$ cat src/hdl/sgp_params.svh
`ifndef SGP_PARAMS_SVH
`define SGP_PARAMS_SVH

// modulator word and result widths
`define SGP_MOD_W 32
`define SGP_RES_W 24
// lsb position of the kept field per digital gain
`define SGP_LSB_G1 8
`define SGP_LSB_G2 7
`define SGP_LSB_G4 6
// path select codes
`define SGP_SEL_BYPASS 2'h0
`define SGP_SEL_BUFFER 2'h1
`define SGP_SEL_PGA 2'h2
// spare code, taken as bypass
`define SGP_SEL_SPARE 2'h3
// gain field codes
`define SGP_GAIN_X1 3'h0
`define SGP_GAIN_X2 3'h1
`define SGP_GAIN_X4 3'h2
// single-cycle sinc4 rate divider
`define SGP_SINC4_DIV 3'h4
`define SGP_CNT_LAST 2'h3
// reset values
`define SGP_RST_GAIN 3'h0
`define SGP_RST_RES 24'h000000
`define SGP_RST_CNT 2'h0

`endif

$ cat src/hdl/sgp_pkg.sv
package sgp_pkg;

    // selected signal path
    typedef enum logic [1:0] {
        SGP_PATH_BYPASS,
        SGP_PATH_BUFFER,
        SGP_PATH_PGA
    } sgp_path_type;

    // effective digital gain
    typedef enum logic [1:0] {
        SGP_DG_X1,
        SGP_DG_X2,
        SGP_DG_X4
    } sgp_dgain_type;

    // whole block state
    typedef struct packed {
        sgp_path_type path;
        logic bypass_sw;
        logic buf_en;
        logic pga_en;
        logic pga_in_sw;
        logic pga_out_sw;
        logic [2:0] pga_gain;
        sgp_dgain_type dgain;
        logic [23:0] result;
        logic result_valid;
        logic result_bipolar;
        logic [1:0] rate_cnt;
    } sgp_state_type;

endpackage

$ cat src/hdl/sgp_signal_path.sv
// What this block does
// - pick exactly one of three input paths
// - bypass: mux to modulator, buffers and amplifier off
// - buffered: buffers on, amplifier kept off
// - amplifier: amplifier on and wired, buffers off
// - amplifier gains one to 128, powers of two
// - direct and buffered: digital gain 2 or 4
// - digital gain codes two or above give four
// - unity gain: drop eight lsbs of 32
// - gain two: drop msb and seven lsbs
// - full scale is reference over gain
// - sinc4 single-cycle rate is continuous over four
`timescale 1ns/10ps
`default_nettype none
`include "sgp_params.svh"

module sgp_signal_path
    import sgp_pkg::*;
#(
    parameter int MOD_W = `SGP_MOD_W,
    parameter int RES_W = `SGP_RES_W
) (
    input wire logic clock,
    input wire logic arst_n,
    input wire logic [1:0] path_sel,
    input wire logic [2:0] gain_code,
    input wire logic bipolar,
    input wire logic filter_sinc4,
    input wire logic single_cycle,
    input wire logic mod_valid,
    input wire logic [MOD_W-1:0] mod_word,
    output logic bypass_sw,
    output logic buf_en,
    output logic pga_en,
    output logic pga_in_sw,
    output logic pga_out_sw,
    output logic [2:0] pga_gain,
    output logic [1:0] dgain,
    output logic [RES_W-1:0] result,
    output logic result_valid,
    output logic result_bipolar
);

    ////////////////////////////////////////////////////////////////////////
    // state and decode

    sgp_state_type state_reg; // all block state
    sgp_state_type state_next; // next value of the state
    sgp_path_type path_dec; // decoded path select
    sgp_dgain_type dgain_dec; // decoded digital gain
    logic sinc4_single; // quarter-rate output mode
    logic take_now; // this word yields a result
    logic [RES_W-1:0] cut_word; // result cut from the word

    // path select decode, illegal code falls back to bypass
    always_comb begin
        unique case (path_sel)
            `SGP_SEL_BYPASS: path_dec = SGP_PATH_BYPASS;
            `SGP_SEL_BUFFER: path_dec = SGP_PATH_BUFFER;
            `SGP_SEL_PGA: path_dec = SGP_PATH_PGA;
            default: path_dec = SGP_PATH_BYPASS;
        endcase
    end

    // digital gain decode, amplifier path always unity
    always_comb begin
        if (path_dec == SGP_PATH_PGA) begin
            dgain_dec = SGP_DG_X1;
        end else if (gain_code == `SGP_GAIN_X1) begin
            dgain_dec = SGP_DG_X1;
        end else if (gain_code == `SGP_GAIN_X2) begin
            dgain_dec = SGP_DG_X2;
        end else begin
            // any larger setting saturates at four
            dgain_dec = SGP_DG_X4;
        end
    end

    // result field select, a shift by one bit per gain step
    always_comb begin
        unique case (dgain_dec)
            SGP_DG_X1: cut_word = mod_word[`SGP_LSB_G1 +: RES_W];
            SGP_DG_X2: cut_word = mod_word[`SGP_LSB_G2 +: RES_W];
            SGP_DG_X4: cut_word = mod_word[`SGP_LSB_G4 +: RES_W];
            default: cut_word = mod_word[`SGP_LSB_G1 +: RES_W];
        endcase
    end

    // output rate decision
    assign sinc4_single = filter_sinc4 & single_cycle;
    // one word in four when sinc4 single-cycle, else every word
    assign take_now = mod_valid & (~sinc4_single | (state_reg.rate_cnt == `SGP_CNT_LAST));

    ////////////////////////////////////////////////////////////////////////
    // next state

    // fills the whole next state from inputs and state
    always_comb begin
        state_next = state_reg;
        state_next.path = path_dec;
        // defaults: all path elements off
        state_next.bypass_sw = 1'b0;
        state_next.buf_en = 1'b0;
        state_next.pga_en = 1'b0;
        state_next.pga_in_sw = 1'b0;
        state_next.pga_out_sw = 1'b0;
        state_next.pga_gain = `SGP_RST_GAIN;
        state_next.dgain = dgain_dec;
        state_next.result_valid = 1'b0;
        unique case (path_dec)
            SGP_PATH_BYPASS: begin
                // mux drives modulator directly
                state_next.bypass_sw = 1'b1;
            end
            SGP_PATH_BUFFER: begin
                // low-power buffers in the path
                state_next.buf_en = 1'b1;
            end
            SGP_PATH_PGA: begin
                // amplifier powered and switched in
                state_next.pga_en = 1'b1;
                state_next.pga_in_sw = 1'b1;
                state_next.pga_out_sw = 1'b1;
                // gain is two to the power of the code
                state_next.pga_gain = gain_code;
            end
        endcase
        // rate counter only runs in quarter-rate mode
        if (!sinc4_single) begin
            state_next.rate_cnt = `SGP_RST_CNT;
        end else if (mod_valid) begin
            // wraps after the last of four words
            state_next.rate_cnt = state_reg.rate_cnt + 2'h1;
        end
        // capture a result
        if (take_now) begin
            state_next.result = cut_word;
            state_next.result_valid = 1'b1;
            state_next.result_bipolar = bipolar;
        end
    end

    ////////////////////////////////////////////////////////////////////////
    // state register

    // registers the whole state
    always_ff @(posedge clock or negedge arst_n) begin
        if (!arst_n) begin
            state_reg.path <= SGP_PATH_BYPASS;
            state_reg.bypass_sw <= 1'b1;
            state_reg.buf_en <= 1'b0;
            state_reg.pga_en <= 1'b0;
            state_reg.pga_in_sw <= 1'b0;
            state_reg.pga_out_sw <= 1'b0;
            state_reg.pga_gain <= `SGP_RST_GAIN;
            state_reg.dgain <= SGP_DG_X1;
            state_reg.result <= `SGP_RST_RES;
            state_reg.result_valid <= 1'b0;
            state_reg.result_bipolar <= 1'b0;
            state_reg.rate_cnt <= `SGP_RST_CNT;
        end else begin
            state_reg <= state_next;
        end
    end

    ////////////////////////////////////////////////////////////////////////
    // outputs, straight from the state register

    assign bypass_sw = state_reg.bypass_sw;
    assign buf_en = state_reg.buf_en;
    assign pga_en = state_reg.pga_en;
    assign pga_in_sw = state_reg.pga_in_sw;
    assign pga_out_sw = state_reg.pga_out_sw;
    assign pga_gain = state_reg.pga_gain;
    assign dgain = state_reg.dgain;
    assign result = state_reg.result;
    assign result_valid = state_reg.result_valid;
    assign result_bipolar = state_reg.result_bipolar;
endmodule

`default_nettype wire

$ cat config.mk
export PLATFORM = sky130hd
export DESIGN_NAME = sgp_signal_path
export DESIGN_NICKNAME = d
export VERILOG_FILES = /design/src/hdl/sgp_pkg.sv /design/src/hdl/sgp_signal_path.sv
export VERILOG_INCLUDE_DIRS = /design/src /design/src/hdl
export SDC_FILE = /design/constraint.sdc
export NUM_CORES = 1
export LEC_CHECK = 0
export ABC_CLOCK_PERIOD_IN_PS = 4100
export BUFFER_PORTS_ARGS = -buffer_cell sky130_fd_sc_hd__buf_2
export CORE_AREA = 5 5 79 81
export DETAILED_ROUTE_END_ITERATION = 12
export DIE_AREA = 0 0 84 86
export MAX_ROUTING_LAYER = met4
export PLACE_DENSITY_LB_ADDON = 0.15
export SLEW_MARGIN = 20
export SYNTH_ARGS = -nofsm -noshare
export SYNTH_HDL_FRONTEND = slang
export SYNTH_SLANG_ARGS = --single-unit
export TNS_END_PERCENT = 50
$ cat constraint.sdc
create_clock -name clock -period 4.1 [get_ports clock]
set_input_delay 0.41 -clock clock [delete_from_list [all_inputs] [get_ports clock]]
set_output_delay 0.41 -clock clock [all_outputs]
set_load 0.1 [all_outputs]
Word level (Yosys, flattened, before mapping)
Index checks and enable logic that the tools add are counted.
{"block": "word_totals", "regBits": 38, "elab_cells": 38, "inputBits": 43, "output_inout_bits": 36}
{"block": "classes", "reduce_logical": 2, "n_bitwise": 4, "eq_ne": 9, "n_addsub": 1, "mux": 11}
{"op": "one-hot mux 24 bit (2 select lines)", "count": 1}
{"op": "2-to-1 mux 2 bit", "count": 6}
{"op": "== test 2 bit (second input constant)", "count": 4}
{"op": "== test 2 x 1 -> 1 bit (second input constant)", "count": 3}
{"op": "2-to-1 mux 6 bit", "count": 1}
{"op": "one-hot mux 2 bit (2 select lines)", "count": 1}
{"op": "== test 3 x 1 -> 1 bit (second input constant)", "count": 1}
{"op": "zero test 3 bit", "count": 1}
{"op": "adder 2 x 1 -> 2 bit (second input constant)", "count": 1}
{"op": "AND 1 bit", "count": 2}
{"op": "zero test 2 bit", "count": 1}
{"op": "2-to-1 mux 1 bit", "count": 2}
{"op": "!= test 2 bit (second input constant)", "count": 1}
{"op": "inverter 1 bit", "count": 1}
{"op": "OR 1 bit", "count": 1}

Longest topological paths before layout
Gate-level depths: netlist of the first run.
{"block": "logic_depth", "word_depth": 6, "ltp_mapped": 9, "mapped_depth_nobuf": 8}

Least setup slack after synthesis of the first run
Ideal clock, no wire load.
{"block": "synth_timing", "path_kind": "in2reg", "start": "input path_sel[0]", "end": "register result[11] (netlist name)", "cell_stages": 9, "setup_ns": 0.125, "setup_slack_ns": 1.912, "required_time_ns": 3.975, "path_buffers": 1, "arrival_ns": 2.064, "path_cell_list": "inv_1 > ha_1 > nor4b_1 > inv_1 > ha_1 > buf_4 > a221oi_1 > a21oi_1 > mux2_2"}
{"block": "synth_via", "elab_chain_len": 6, "word_cells_on_any_way": 8, "classes_between": "5 x eq/ne; 3 x mux"}
{"item": "start, declared", "line_no": "sgp_signal_path.sv:25", "rtl": "input wire logic [1:0] path_sel,"}
{"item": "== test 2 bit / == test 2 x 1 -> 1 bit (equally long branches)", "line_no": "sgp_signal_path.sv:57", "rtl": "unique case (path_sel)"}
{"item": "one-hot mux 2 bit (2 select lines) (*)", "line_no": "sgp_signal_path.sv:57"}
{"item": "== test 2 bit (*)", "line_no": "sgp_signal_path.sv:67", "rtl": "if (path_dec == SGP_PATH_PGA) begin"}
{"item": "2-to-1 mux 2 bit (*)", "line_no": "sgp_signal_path.sv:67"}
{"item": "net dgain_dec[0]", "line_no": "sgp_signal_path.sv:50", "rtl": "sgp_dgain_type dgain_dec;"}
{"item": "== test 2 bit / == test 2 x 1 -> 1 bit (equally long branches)", "line_no": "sgp_signal_path.sv:81", "rtl": "unique case (dgain_dec)"}
{"item": "one-hot mux 24 bit (2 select lines) (*)", "line_no": "sgp_signal_path.sv:81"}
The timed path passes the listed nets; every way through them passes the cells marked *.
A chain may end at the register's enable or synchronous reset.

Worst setup path in the final report of the first run
{"block": "layout_timing", "start": "input path_sel[0]", "end": "register result[12] (netlist name)"}
{"block": "layout_via", "elab_chain_len": 6, "word_cells_on_any_way": 8, "classes_between": "5 x eq/ne; 3 x mux"}
{"item": "== test 2 bit / == test 2 x 1 -> 1 bit (equally long branches)", "line_no": "sgp_signal_path.sv:57"}
{"item": "one-hot mux 2 bit (2 select lines) (*)", "line_no": "sgp_signal_path.sv:57"}
{"item": "== test 2 bit (*)", "line_no": "sgp_signal_path.sv:67"}
{"item": "2-to-1 mux 2 bit (*)", "line_no": "sgp_signal_path.sv:67"}
{"item": "net dgain_dec[0]", "line_no": "sgp_signal_path.sv:50"}
{"item": "== test 2 bit / == test 2 x 1 -> 1 bit (equally long branches)", "line_no": "sgp_signal_path.sv:81"}
{"item": "one-hot mux 24 bit (2 select lines) (*)", "line_no": "sgp_signal_path.sv:81"}
Marked as above.

==> results of run 1 <==
[where the power goes]
| part | internal [uW] | switching, uW |
|---|---|---|
| registers | 415 | 25.7 |
| logic | 128 | 558 |
| clock network | 180 | 131 |
| total | 722 | 715 |
[through the flow]
| stage | total power, uW | worst slack (ns) |
|---|---|---|
| after global placement | 1140 | 1.14 |
| after floorplan | 1110 | 1.91 |
| after global routing | 1500 | 1.10 |
| after CTS | 1460 | 1.38 |
| after detailed placement | 1140 | 1.06 |
| final | 1440 | 1.40 |
[layout make-up]
type / count / area [um2]
multi-input cells: 90 / 758
clock inverters: 3 / 42.5
repair buffers: 73 / 368
well taps: 72 / 90.1
fillers: 527 / 3070
inverters: 29 / 109
clock buffers: 5 / 68.8
flip-flops and latches: 36 / 902
[layer usage]
metal  wire, um  track usage (%)  up-vias
met2       1910             19.3       56
li1           -                -      728
met1       1990             15.2      714
met5          0                -        -
met3        242             3.84        2
met4         18             3.07        0
[cells by family after synthesis]
kind of cell | share of synthesized area, %
AO/OA/AOI/OAI | 16.6
XOR/XNOR | 0.419
adder cells (fa/ha/maj) | 2.99
buffers and inverters | 20.5
flip-flops | 43.2
multiplexers | 14.0
AND/OR/NAND/NOR | 2.34
[path summary, 6_finish.rpt]
| path | cells past startpoint | endpoint | slack (ns) | from |
|---|---|---|---|---|
| max in group asynchronous | 1 | result[12]$_DFFE_PN0P_ | 3.38 | arst_n |
| min in group clock | 2 | result_bipolar$_DFFE_PN0P_ | 0.34 | bipolar |
| max | 9 | result[12]$_DFFE_PN0P_ | 1.40 | path_sel[0] |
| max reg2reg | 3 | result[22]$_DFFE_PN0P_ | 2.23 | state_reg[0]$_DFFE_PN0P_ |
| min | 1 | result_bipolar$_DFFE_PN0P_ | 0.22 | arst_n |
| min reg2reg | 1 | result_bipolar$_DFFE_PN0P_ | 0.50 | result_bipolar$_DFFE_PN0P_ |
[cell usage in the layout (no fill, tap or decap)]
cell type   netlist  layout
mux2_1            1       1
buf_4            32       1
clkinvlp_4        0       1
o21ai_4           1       1
nor2_1            3       3
mux2_2           24      24
bufinv_16         0       1
or2_2             1       1
dfrtp_1          35      35
inv_1            29      29
buf_2             4      72
clkinv_2          0       1
dfstp_2           1       1
and2_1            3       3
mux2i_1           1       1
nand2_1           1       1
ha_1              5       5
nor4b_1           1       1
clkbuf_8          0       5
xnor2_1           1       1
a21oi_1          24      24
a221oi_1         24      24
==> reports/qor.csv, run 1 <==
stage,metric,value,unit
global_route,vias in the first global route,1486,
die,Horiz. Die Dim,84,um
global_route,global-route wire length before repair,6900,um
global_route,Global Route Usage Sum,12.2,%
place,Placed Area,0.00223,mm2
synthesis,ys async rst share,100,%
timing,worst slew pin tran,0.893,ns
synthesis,synth cell count leaders,"35 x dfrtp_1, 32 x buf_4, 29 x inv_1",
synthesis,count of different cell masters after synthesis,20,
timing,f_max,0.370,GHz
die,core area,0.00541,mm2
synthesis,mapped cell area,0.00209,mm2
cells_and_area,biggest regs,"result: 24 flops, pga_gain: 3 flops",
die,Initial Util,38.7,%
clock_tree,clk slew on worst S/H paths,0.07,ns
timing,Final Hold Violating Endpoints,0,
synthesis,syn_nets,245,
cells_and_area,fin nets,283,
pwr,Pwr Density,615,mW/mm2
die,height of the die,86,um
cells_and_area,area delta synth->final,11.9,%
drt,via count,1500,
global_route,largest net degree at the start of global routing,37,
setup_path,Top delay family on crit path,adder cells,
clock_tree,CTS HTree Levels,2,
clock_tree,CTS buffer count,5,
timing,Max Slew Vio Count,0,
timing,RSZ-0062 raised after global routing,false,
clock_tree,CTS resizes,0,
cells_and_area,Layout Cells excl Fill,308,
synthesis,Ys Warns,0,
cells_and_area,max reg flops,24,
synthesis,Yosys top cell area share,41.9,%
drt,DR pass1 iterations,4,
setup_path,CP Launch Type,input pin,
setup_path,critical path's most frequent cell,ha_1,
setup_path,slowest CP cell,ha_1,
run,Max-Cap Viols,0,
timing,Hold WS,0.216,ns
hold_path,Hold Crit Class,in -> async,
place,placed wire-length estimate,2960,um
outcome,outcome,"complete, no violations",
cells_and_area,fraction of layout cells with a size suffix above 1,45.8,%
timing,setup_tns,0,ns
timing,"Min Clock Period, post-route",2.70,ns
synthesis,Cells after Synth,197,
synthesis,Yosys reg bits,36,
drt,routed vias/inst,4.87,
clock_tree,Longest Clk Path Bufs,2,
synthesis,dominant cell type by area after synthesis,dfrtp_1,
setup_path,Worst Path Required,4.27,ns
die,die area,0.00722,mm2
die,I/O pins,79,
clock_tree,# Post-CTS Setup Buffers,0,
clock_tree,CTS tree,built,
synthesis,"EDFF count, synth",0,
synthesis,synth top area cells,"dfrtp_1 42%, mux2_2 13%, buf_4 11%",
setup_path,Critical Path AT,2.88,ns
place,GP Congestion,0.787,
clock_tree,CTS Hold Buffers Added,0,
synthesis,most numerous cell in the Yosys netlist,dfrtp_1,
setup_path,Critical Path End Type,register,
synthesis,Synth Flop Type,dfrtp_1,
place,dpl cells,300,
synthesis,Syn Area/Cell,10.6,um2
cells_and_area,Finished Core Util,43.3,%
timing,period utilization,66.0,%
timing,setup violators final,0,
global_route,Congestion Overflow GR,0,
cells_and_area,post-route cell area,0.00234,mm2
setup_path,crit path buf inv count,3,
timing,Max-slew headroom,40.5,%
drt,initial DRC count,46,
drt,routed wire length per instance,13.5,um
global_route,antenna violations before repair,0,
drt,drt drc,0,
setup_path,worst-path fanout max,31,
die,# rows,27,
pwr,Peak VDD IR,0.287,mV
cells_and_area,largest reg by FF count,result,
drt,Routed Antenna Nets,0,
clock_tree,clk sinks,36,
place,PortBufs,72,
cells_and_area,# diodes,0,
synthesis,sequential area share after synthesis,43.2,%
clock_tree,Clock Tree Root,clkbuf_8,
clock_tree,Skew-Pair Late Insertion Delay,0.28,ns
setup_path,CP Cell Sequence,buf_2 -> inv_1 -> ha_1 -> nor4b_1 -> ha_1 -> buf_4 -> a221oi_1 -> a21oi_1 -> mux2_2,
timing,clock skew,0.00116,ns
setup_path,path type of the worst setup path,in -> reg,
pwr,Pleak,0.00120,uW
setup_path,max incr delay on CP,0.66,ns
drt,Routed WL,4160,um
No activity file was read; power rests on OpenSTA's default activity.
==> run 2: changes to the inputs <==
Settings changed: ABC_CLOCK_PERIOD_IN_PS 4100 to 2700.
Clock period 4.1 ns to 2.7 ns, I/O delays scaled along.
==> run 2 against run 1 <==
Via count grew 0.93%. Clock skew grew 0.0026 ns. Clock power grew 110%. Count of clock-buffer cells in the layout is the same. Worst hold slack lost 0.14 ns. Flip-flop and latch count is the same. Routed wire length grew 0.38%. Worst setup slack lost 0.90 ns. Global-route usage is essentially flat. Die area is the same. Non-clock buffer count grew 2. Register-to-register slack lost 1.1 ns.
==> reports/qor.csv, run 2 (same netlist as run 1, synthesis figures left out) <==
stage,metric,value,unit,change
outcome,outcome,"complete, no violations",,
drt,drt drc,0,,unchanged
pwr,Pleak,0.00124,uW,+3.2%
timing,setup violators final,0,,unchanged
clock_tree,Skew-Pair Late Insertion Delay,0.28,ns,about the same
setup_path,reg-to-reg startpoint,state_reg[0]$_DFFE_PN0P_,,
clock_tree,clk sinks,36,,unchanged
timing,Final Hold Violating Endpoints,0,,unchanged
drt,routed wire length per instance,13.5,um,-0.26%
global_route,antenna violations before repair,0,,unchanged
timing,clock skew,0.00372,ns,+0.00256 ns
clock_tree,Longest Clk Path Bufs,2,,unchanged
drt,via count,1514,,+0.93%
cells_and_area,"commonest cells after routing, fill and taps aside","72 x buf_2, 35 x dfrtp_1, 29 x inv_1",,
global_route,Global Route Usage Sum,12.2,%,about the same
place,GP Congestion,0.739,,-6.2%
die,Horiz. Die Dim,84,um,unchanged
cells_and_area,area delta synth->final,15.5,%,
cells_and_area,Finished Core Util,44.7,%,+1.4 points
clock_tree,CTS HTree Levels,2,,unchanged
timing,Max Slew Vio Count,0,,unchanged
global_route,Congestion Overflow GR,0,,unchanged
cells_and_area,biggest regs,"result: 24 flops, pga_gain: 3 flops",,
setup_path,CP Launch Type,input pin,,
hold_path,Hold Crit Class,in -> async,,
timing,setup_tns,0,ns,unchanged
setup_path,Critical Path AT,2.43,ns,-0.45 ns
pwr,Pwr Density,988,mW/mm2,+61%
timing,worst slew pin tran,0.829,ns,-0.0635 ns
die,Initial Util,38.7,%,unchanged
setup_path,Worst Path Required,2.93,ns,-1.34 ns
setup_path,Critical Path End Type,register,,
place,placed wire-length estimate,2950,um,-0.25%
run,Max-Cap Viols,0,,unchanged
setup_path,R2R Setup Slk,1.10,ns,-1.13 ns
place,dpl cells,302,,+0.67%
clock_tree,clk slew on worst S/H paths,0.08,ns,about the same
cells_and_area,"commonest non-fill, non-tap cell in the layout",buf_2,,
timing,"Min Clock Period, post-route",2.20,ns,
setup_path,path type of the worst setup path,in -> reg,,
die,core area,0.00541,mm2,unchanged
global_route,largest net degree at the start of global routing,49,,+32%
drt,DR pass1 iterations,6,,+2
cells_and_area,fin nets,285,,+0.71%
die,die area,0.00722,mm2,unchanged
timing,Hold WS,0.0768,ns,-0.139 ns
pwr,PnR Total Power,2380,uW,+66%
die,height of the die,86,um,unchanged
setup_path,Reg2Reg Capture Point,result[13]$_DFFE_PN0P_,,
clock_tree,CTS Hold Buffers Added,0,,unchanged
cells_and_area,fraction of layout cells with a size suffix above 1,46.2,%,+0.46 points
setup_path,FF-to-FF path depth,4,,+1
cells_and_area,# diodes,0,,unchanged
pwr,Peak VDD IR,0.522,mV,+82%
setup_path,worst-path fanout max,24,,-23%
clock_tree,CTS resizes,0,,unchanged
clock_tree,CTS buffer count,5,,unchanged
clock_tree,Clock Tree Root,clkbuf_8,,
timing,period utilization,81.6,%,
timing,RSZ-0062 raised after global routing,false,,
timing,f_max,0.454,GHz,
place,PortBufs,72,,unchanged
drt,Routed Antenna Nets,0,,unchanged
cells_and_area,largest reg by FF count,result,,
clock_tree,# Post-CTS Setup Buffers,0,,unchanged
die,I/O pins,79,,unchanged
drt,Routed WL,4180,um,+0.38%
cells_and_area,max reg flops,24,,unchanged
timing,Max-slew headroom,44.7,%,+4.2 points
drt,routed vias/inst,4.88,,+0.28%
global_route,global-route wire length before repair,6940,um,+0.59%
clock_tree,CTS tree,built,,
die,# rows,27,,unchanged
drt,initial DRC count,56,,+22%
cells_and_area,Layout Cells excl Fill,310,,+0.65%
global_route,vias in the first global route,1449,,-2.5%
run 2: worst max-delay path, stage by stage:
cell and delay (ns):
buf_2 0.09, inv_1 0.04, ha_1 0.24, nor4b_1 0.46, ha_1 0.78, a221oi_1 0.21
a21oi_1 0.16, mux2_2 0.17
run 2: metrics by stage:
| stage | instance area [um2] | worst slack, ns |
|---|---|---|
| 2_1_floorplan | 2090 | 0.652 |
| 3_3_place_gp | 2250 | 0.176 |
| 3_5_place_dp | 2250 | 0.135 |
| 4_1_cts | 2410 | 0.448 |
| 5_1_grt | 2410 | 0.226 |
| 6_report | 2410 | 0.496 |
run 2: metal layers:
| layer | global-route usage, % | wire [um] |
|---|---|---|
| met1 | 15.5 | 1920 |
| met2 | 18.9 | 1910 |
| met3 | 3.65 | 289 |
| met4 | 3.51 | 48 |
| met5 | - | 0 |
run 2: report_power, final:
group / leakage (uW) / switching, uW / internal (uW)
logic: 0.000721 / 850 / 199
registers: 0.000438 / 40.0 / 630
clock network: 0.0000784 / 203 / 462
total: 0.00124 / 1090 / 1290
run 2: area by class of cell:
class / count / area [um2]
Sequential cell: 36 / 902
Clock buffer: 5 / 68.8
Tap cell: 72 / 90.1
Fill cell: 535 / 2990
Inverter: 29 / 109
Clock inverter: 3 / 90.1
Multi-Input combinational cell: 90 / 758
Timing Repair Buffer: 75 / 395
run 2: worst max-delay path by stage:
stage,startpoint,endpoint,slack [ns],cells past startpoint
after floorplan,path_sel[0],result[11]$_DFFE_PN0P_,0.65,9
after global placement,path_sel[0],result[9]$_DFFE_PN0P_,0.18,8
after detailed placement,path_sel[0],result[14]$_DFFE_PN0P_,0.14,8
after CTS,path_sel[0],result[14]$_DFFE_PN0P_,0.45,8
after global routing,path_sel[0],result[6]$_DFFE_PN0P_,0.23,8
final,path_sel[0],result[13]$_DFFE_PN0P_,0.50,8
==> run 3: changes to the inputs <==
Settings changed: ABC_CLOCK_PERIOD_IN_PS 2700 to 2200.
Clock period 2.7 ns to 2.2 ns, I/O delays scaled along.
==> run 3 against run 2 <==
Register-to-register slack worse by 0.52 ns. Utilization up 0.30 points. Sequential power up 23%. Non-clock buffer count up 4. Worst hold slack worse by 0.043 ns. Combinational power up 25%.
==> reports/qor.csv, run 3 (same netlist as run 1, synthesis figures left out) <==
stage,metric,value,unit,change
outcome,outcome,"complete, no violations",,
cells_and_area,post-route cell area,0.00243,mm2,+0.67%
setup_path,CP Cell Sequence,buf_2 -> inv_1 -> ha_1 -> nor4b_1 -> buf_4 -> ha_1 -> buf_12 -> a221oi_1 -> a21oi_1 -> mux2_2,,
die,die area,0.00722,mm2,unchanged
clock_tree,# Post-CTS Setup Buffers,0,,unchanged
clock_tree,clk sinks,36,,unchanged
clock_tree,clk slew on worst S/H paths,0.08,ns,about the same
pwr,sw frac,49.2,%,+3.3 points
cells_and_area,fillers,550,,+2.8%
setup_path,Critical Path End Type,register,,
place,placed wire-length estimate,3070,um,+3.9%
pwr,PnR Total Power,2700,uW,+13%
die,height of the die,86,um,unchanged
cells_and_area,fin nets,289,,+1.4%
timing,setup_tns,0,ns,unchanged
timing,setup violators final,0,,unchanged
drt,Routed Antenna Nets,0,,unchanged
timing,RSZ-0062 raised after global routing,false,,
die,I/O pins,79,,unchanged
pwr,Pwr Density,1110,mW/mm2,+12%
drt,drt drc,0,,unchanged
timing,worst slew pin tran,0.816,ns,-0.0134 ns
drt,initial DRC count,57,,+1.8%
pwr,sequential share of power,30.5,%,+2.4 points
cells_and_area,area delta synth->final,16.3,%,
setup_path,path type of the worst setup path,in -> reg,,
setup_path,max incr delay on CP,0.28,ns,-0.50 ns
clock_tree,Skew-Pair Late Insertion Delay,0.28,ns,about the same
cells_and_area,fraction of layout cells with a size suffix above 1,46.7,%,+0.48 points
drt,Routed WL,4220,um,+0.98%
pwr,Sw Pwr,1330,uW,+21%
setup_path,Worst Path Required,2.37,ns,-0.56 ns
run,Max-Cap Viols,0,,unchanged
setup_path,worst-path fanout max,25,,+4.2%
pwr,Peak VDD IR,0.448,mV,-14%
drt,via count,1490,,-1.6%
clock_tree,CTS Hold Buffers Added,0,,unchanged
pwr,Int Power,1370,uW,+6.1%
setup_path,reg-to-reg startpoint,state_reg[0]$_DFFE_PN0P_,,
clock_tree,CTS HTree Levels,2,,unchanged
timing,f_max,0.533,GHz,
pwr,Clk pwr share,21.0,%,-6.9 points
drt,DR pass1 iterations,4,,-2
setup_path,Worst Setup SP,path_sel[0],,
timing,period utilization,85.3,%,
setup_path,CP Launch Type,input pin,,
timing,Max Slew Vio Count,0,,unchanged
pwr,Pleak,0.00125,uW,+0.76%
setup_path,slowest CP cell,nor4b_1,,
clock_tree,CTS tree,built,,
clock_tree,CTS resizes,0,,unchanged
cells_and_area,biggest regs,"result: 24 flops, pga_gain: 3 flops",,
clock_tree,CTS buffer count,5,,unchanged
global_route,vias in the first global route,1536,,+6.0%
global_route,largest net degree at the start of global routing,37,,-24%
place,PortBufs,72,,unchanged
cells_and_area,max reg flops,24,,unchanged
setup_path,Critical Path AT,2.04,ns,-0.39 ns
die,Initial Util,38.7,%,unchanged
clock_tree,Clock Tree Root,clkbuf_8,,
clock_tree,Longest Clk Path Bufs,2,,unchanged
global_route,antenna violations before repair,0,,unchanged
timing,clock skew,0.00806,ns,+0.00434 ns
die,# rows,27,,unchanged
drt,routed wire length per instance,13.4,um,-0.30%
die,core area,0.00541,mm2,unchanged
place,Placed Area,0.00232,mm2,+3.0%
place,GP Congestion,0.734,,-0.68%
timing,Max-slew headroom,45.6,%,+0.89 points
cells_and_area,"commonest non-fill, non-tap cell in the layout",buf_2,,
global_route,Congestion Overflow GR,0,,unchanged
pwr,part of the power in combinational logic,48.4,%,+4.4 points
hold_path,Hold Crit Class,in -> async,,
timing,Final Hold Violating Endpoints,0,,unchanged
cells_and_area,Finished Core Util,45.0,%,+0.30 points
cells_and_area,# diodes,0,,unchanged
timing,"Min Clock Period, post-route",1.88,ns,
setup_path,critical path's most frequent cell,ha_1,,
cells_and_area,"commonest cells after routing, fill and taps aside","72 x buf_2, 35 x dfrtp_1, 29 x inv_1",,
die,Horiz. Die Dim,84,um,unchanged
global_route,global-route wire length before repair,7140,um,+2.9%
drt,routed vias/inst,4.75,,-2.8%
global_route,Global Route Usage Sum,12.6,%,+0.38 points
cells_and_area,largest reg by FF count,result,,
[run 3: cell types whose count changed in the layout (fill, tap and decap cells not counted)]
cell and change:
buf_12 +3, buf_4 +1, bufinv_16 -2, clkbuf_1 +1, clkinv_2 +1
[run 3: cell type report]
class	instances	area, um2	share of cell area [%]
Inverter	29	109	4.48
Timing Repair Buffer	79	463	19.1
Multi-Input combinational cell	90	758	31.2
Sequential cell	36	902	37.1
Tap cell	72	90.1	3.71
Clock buffer	6	72.6	2.99
Clock inverter	2	35.0	1.44
[run 3: worst max-delay path, delay by kind of cell]
kind,cells,cell delay [ns]
buffers and inverters,4,0.50
muxes,1,0.27
and+or+nand+nor,1,0.28
AOI/OAI and AO/OA,2,0.29
adders and majority gates,2,0.50
[run 3: power groups by stage]
| stage | Sequential [uW] | Combinational, uW | Clock, uW |
|---|---|---|---|
| floorplan | 879 | 1190 | 0 |
| global placement | 835 | 1310 | 0 |
| detailed placement | 835 | 1320 | 0 |
| CTS | 823 | 1320 | 592 |
| global route | 837 | 1370 | 621 |
| finish | 823 | 1310 | 567 |
[run 3: per-stage QoR]
| step | hold slack [ns] | worst slack [ns] | std cells |
|---|---|---|---|
| after floorplan | -0.0756 | 0.202 | 197 |
| after global placement | 0.378 | 0.0353 | 306 |
| after detailed placement | 0.375 | 0.0124 | 306 |
| after CTS | 0.0582 | 0.299 | 314 |
| after global routing | 0.107 | 0.191 | 314 |
| final | 0.0333 | 0.323 | 314 |
[run 3: worst paths after layout]
kind / cells past startpoint / endpoint / slack (ns)
max: 10 / result[22]$_DFFE_PN0P_ / 0.32
max reg2reg: 4 / result[5]$_DFFE_PN0P_ / 0.58
max in group asynchronous: 1 / result[8]$_DFFE_PN0P_ / 1.65
min: 1 / dgain[0]$_DFF_PN0_ / 0.03
min reg2reg: 1 / result[8]$_DFFE_PN0P_ / 0.50
min in group clock: 2 / result_bipolar$_DFFE_PN0P_ / 0.16
[run 3: metal layers]
metal,track usage [%],up-vias,part of all wire (%)
li1,-,739,-
met1,15.5,698,44
met2,19.7,48,48
met3,4.42,5,7.1
met4,3.22,0,1.0
met5,-,-,0
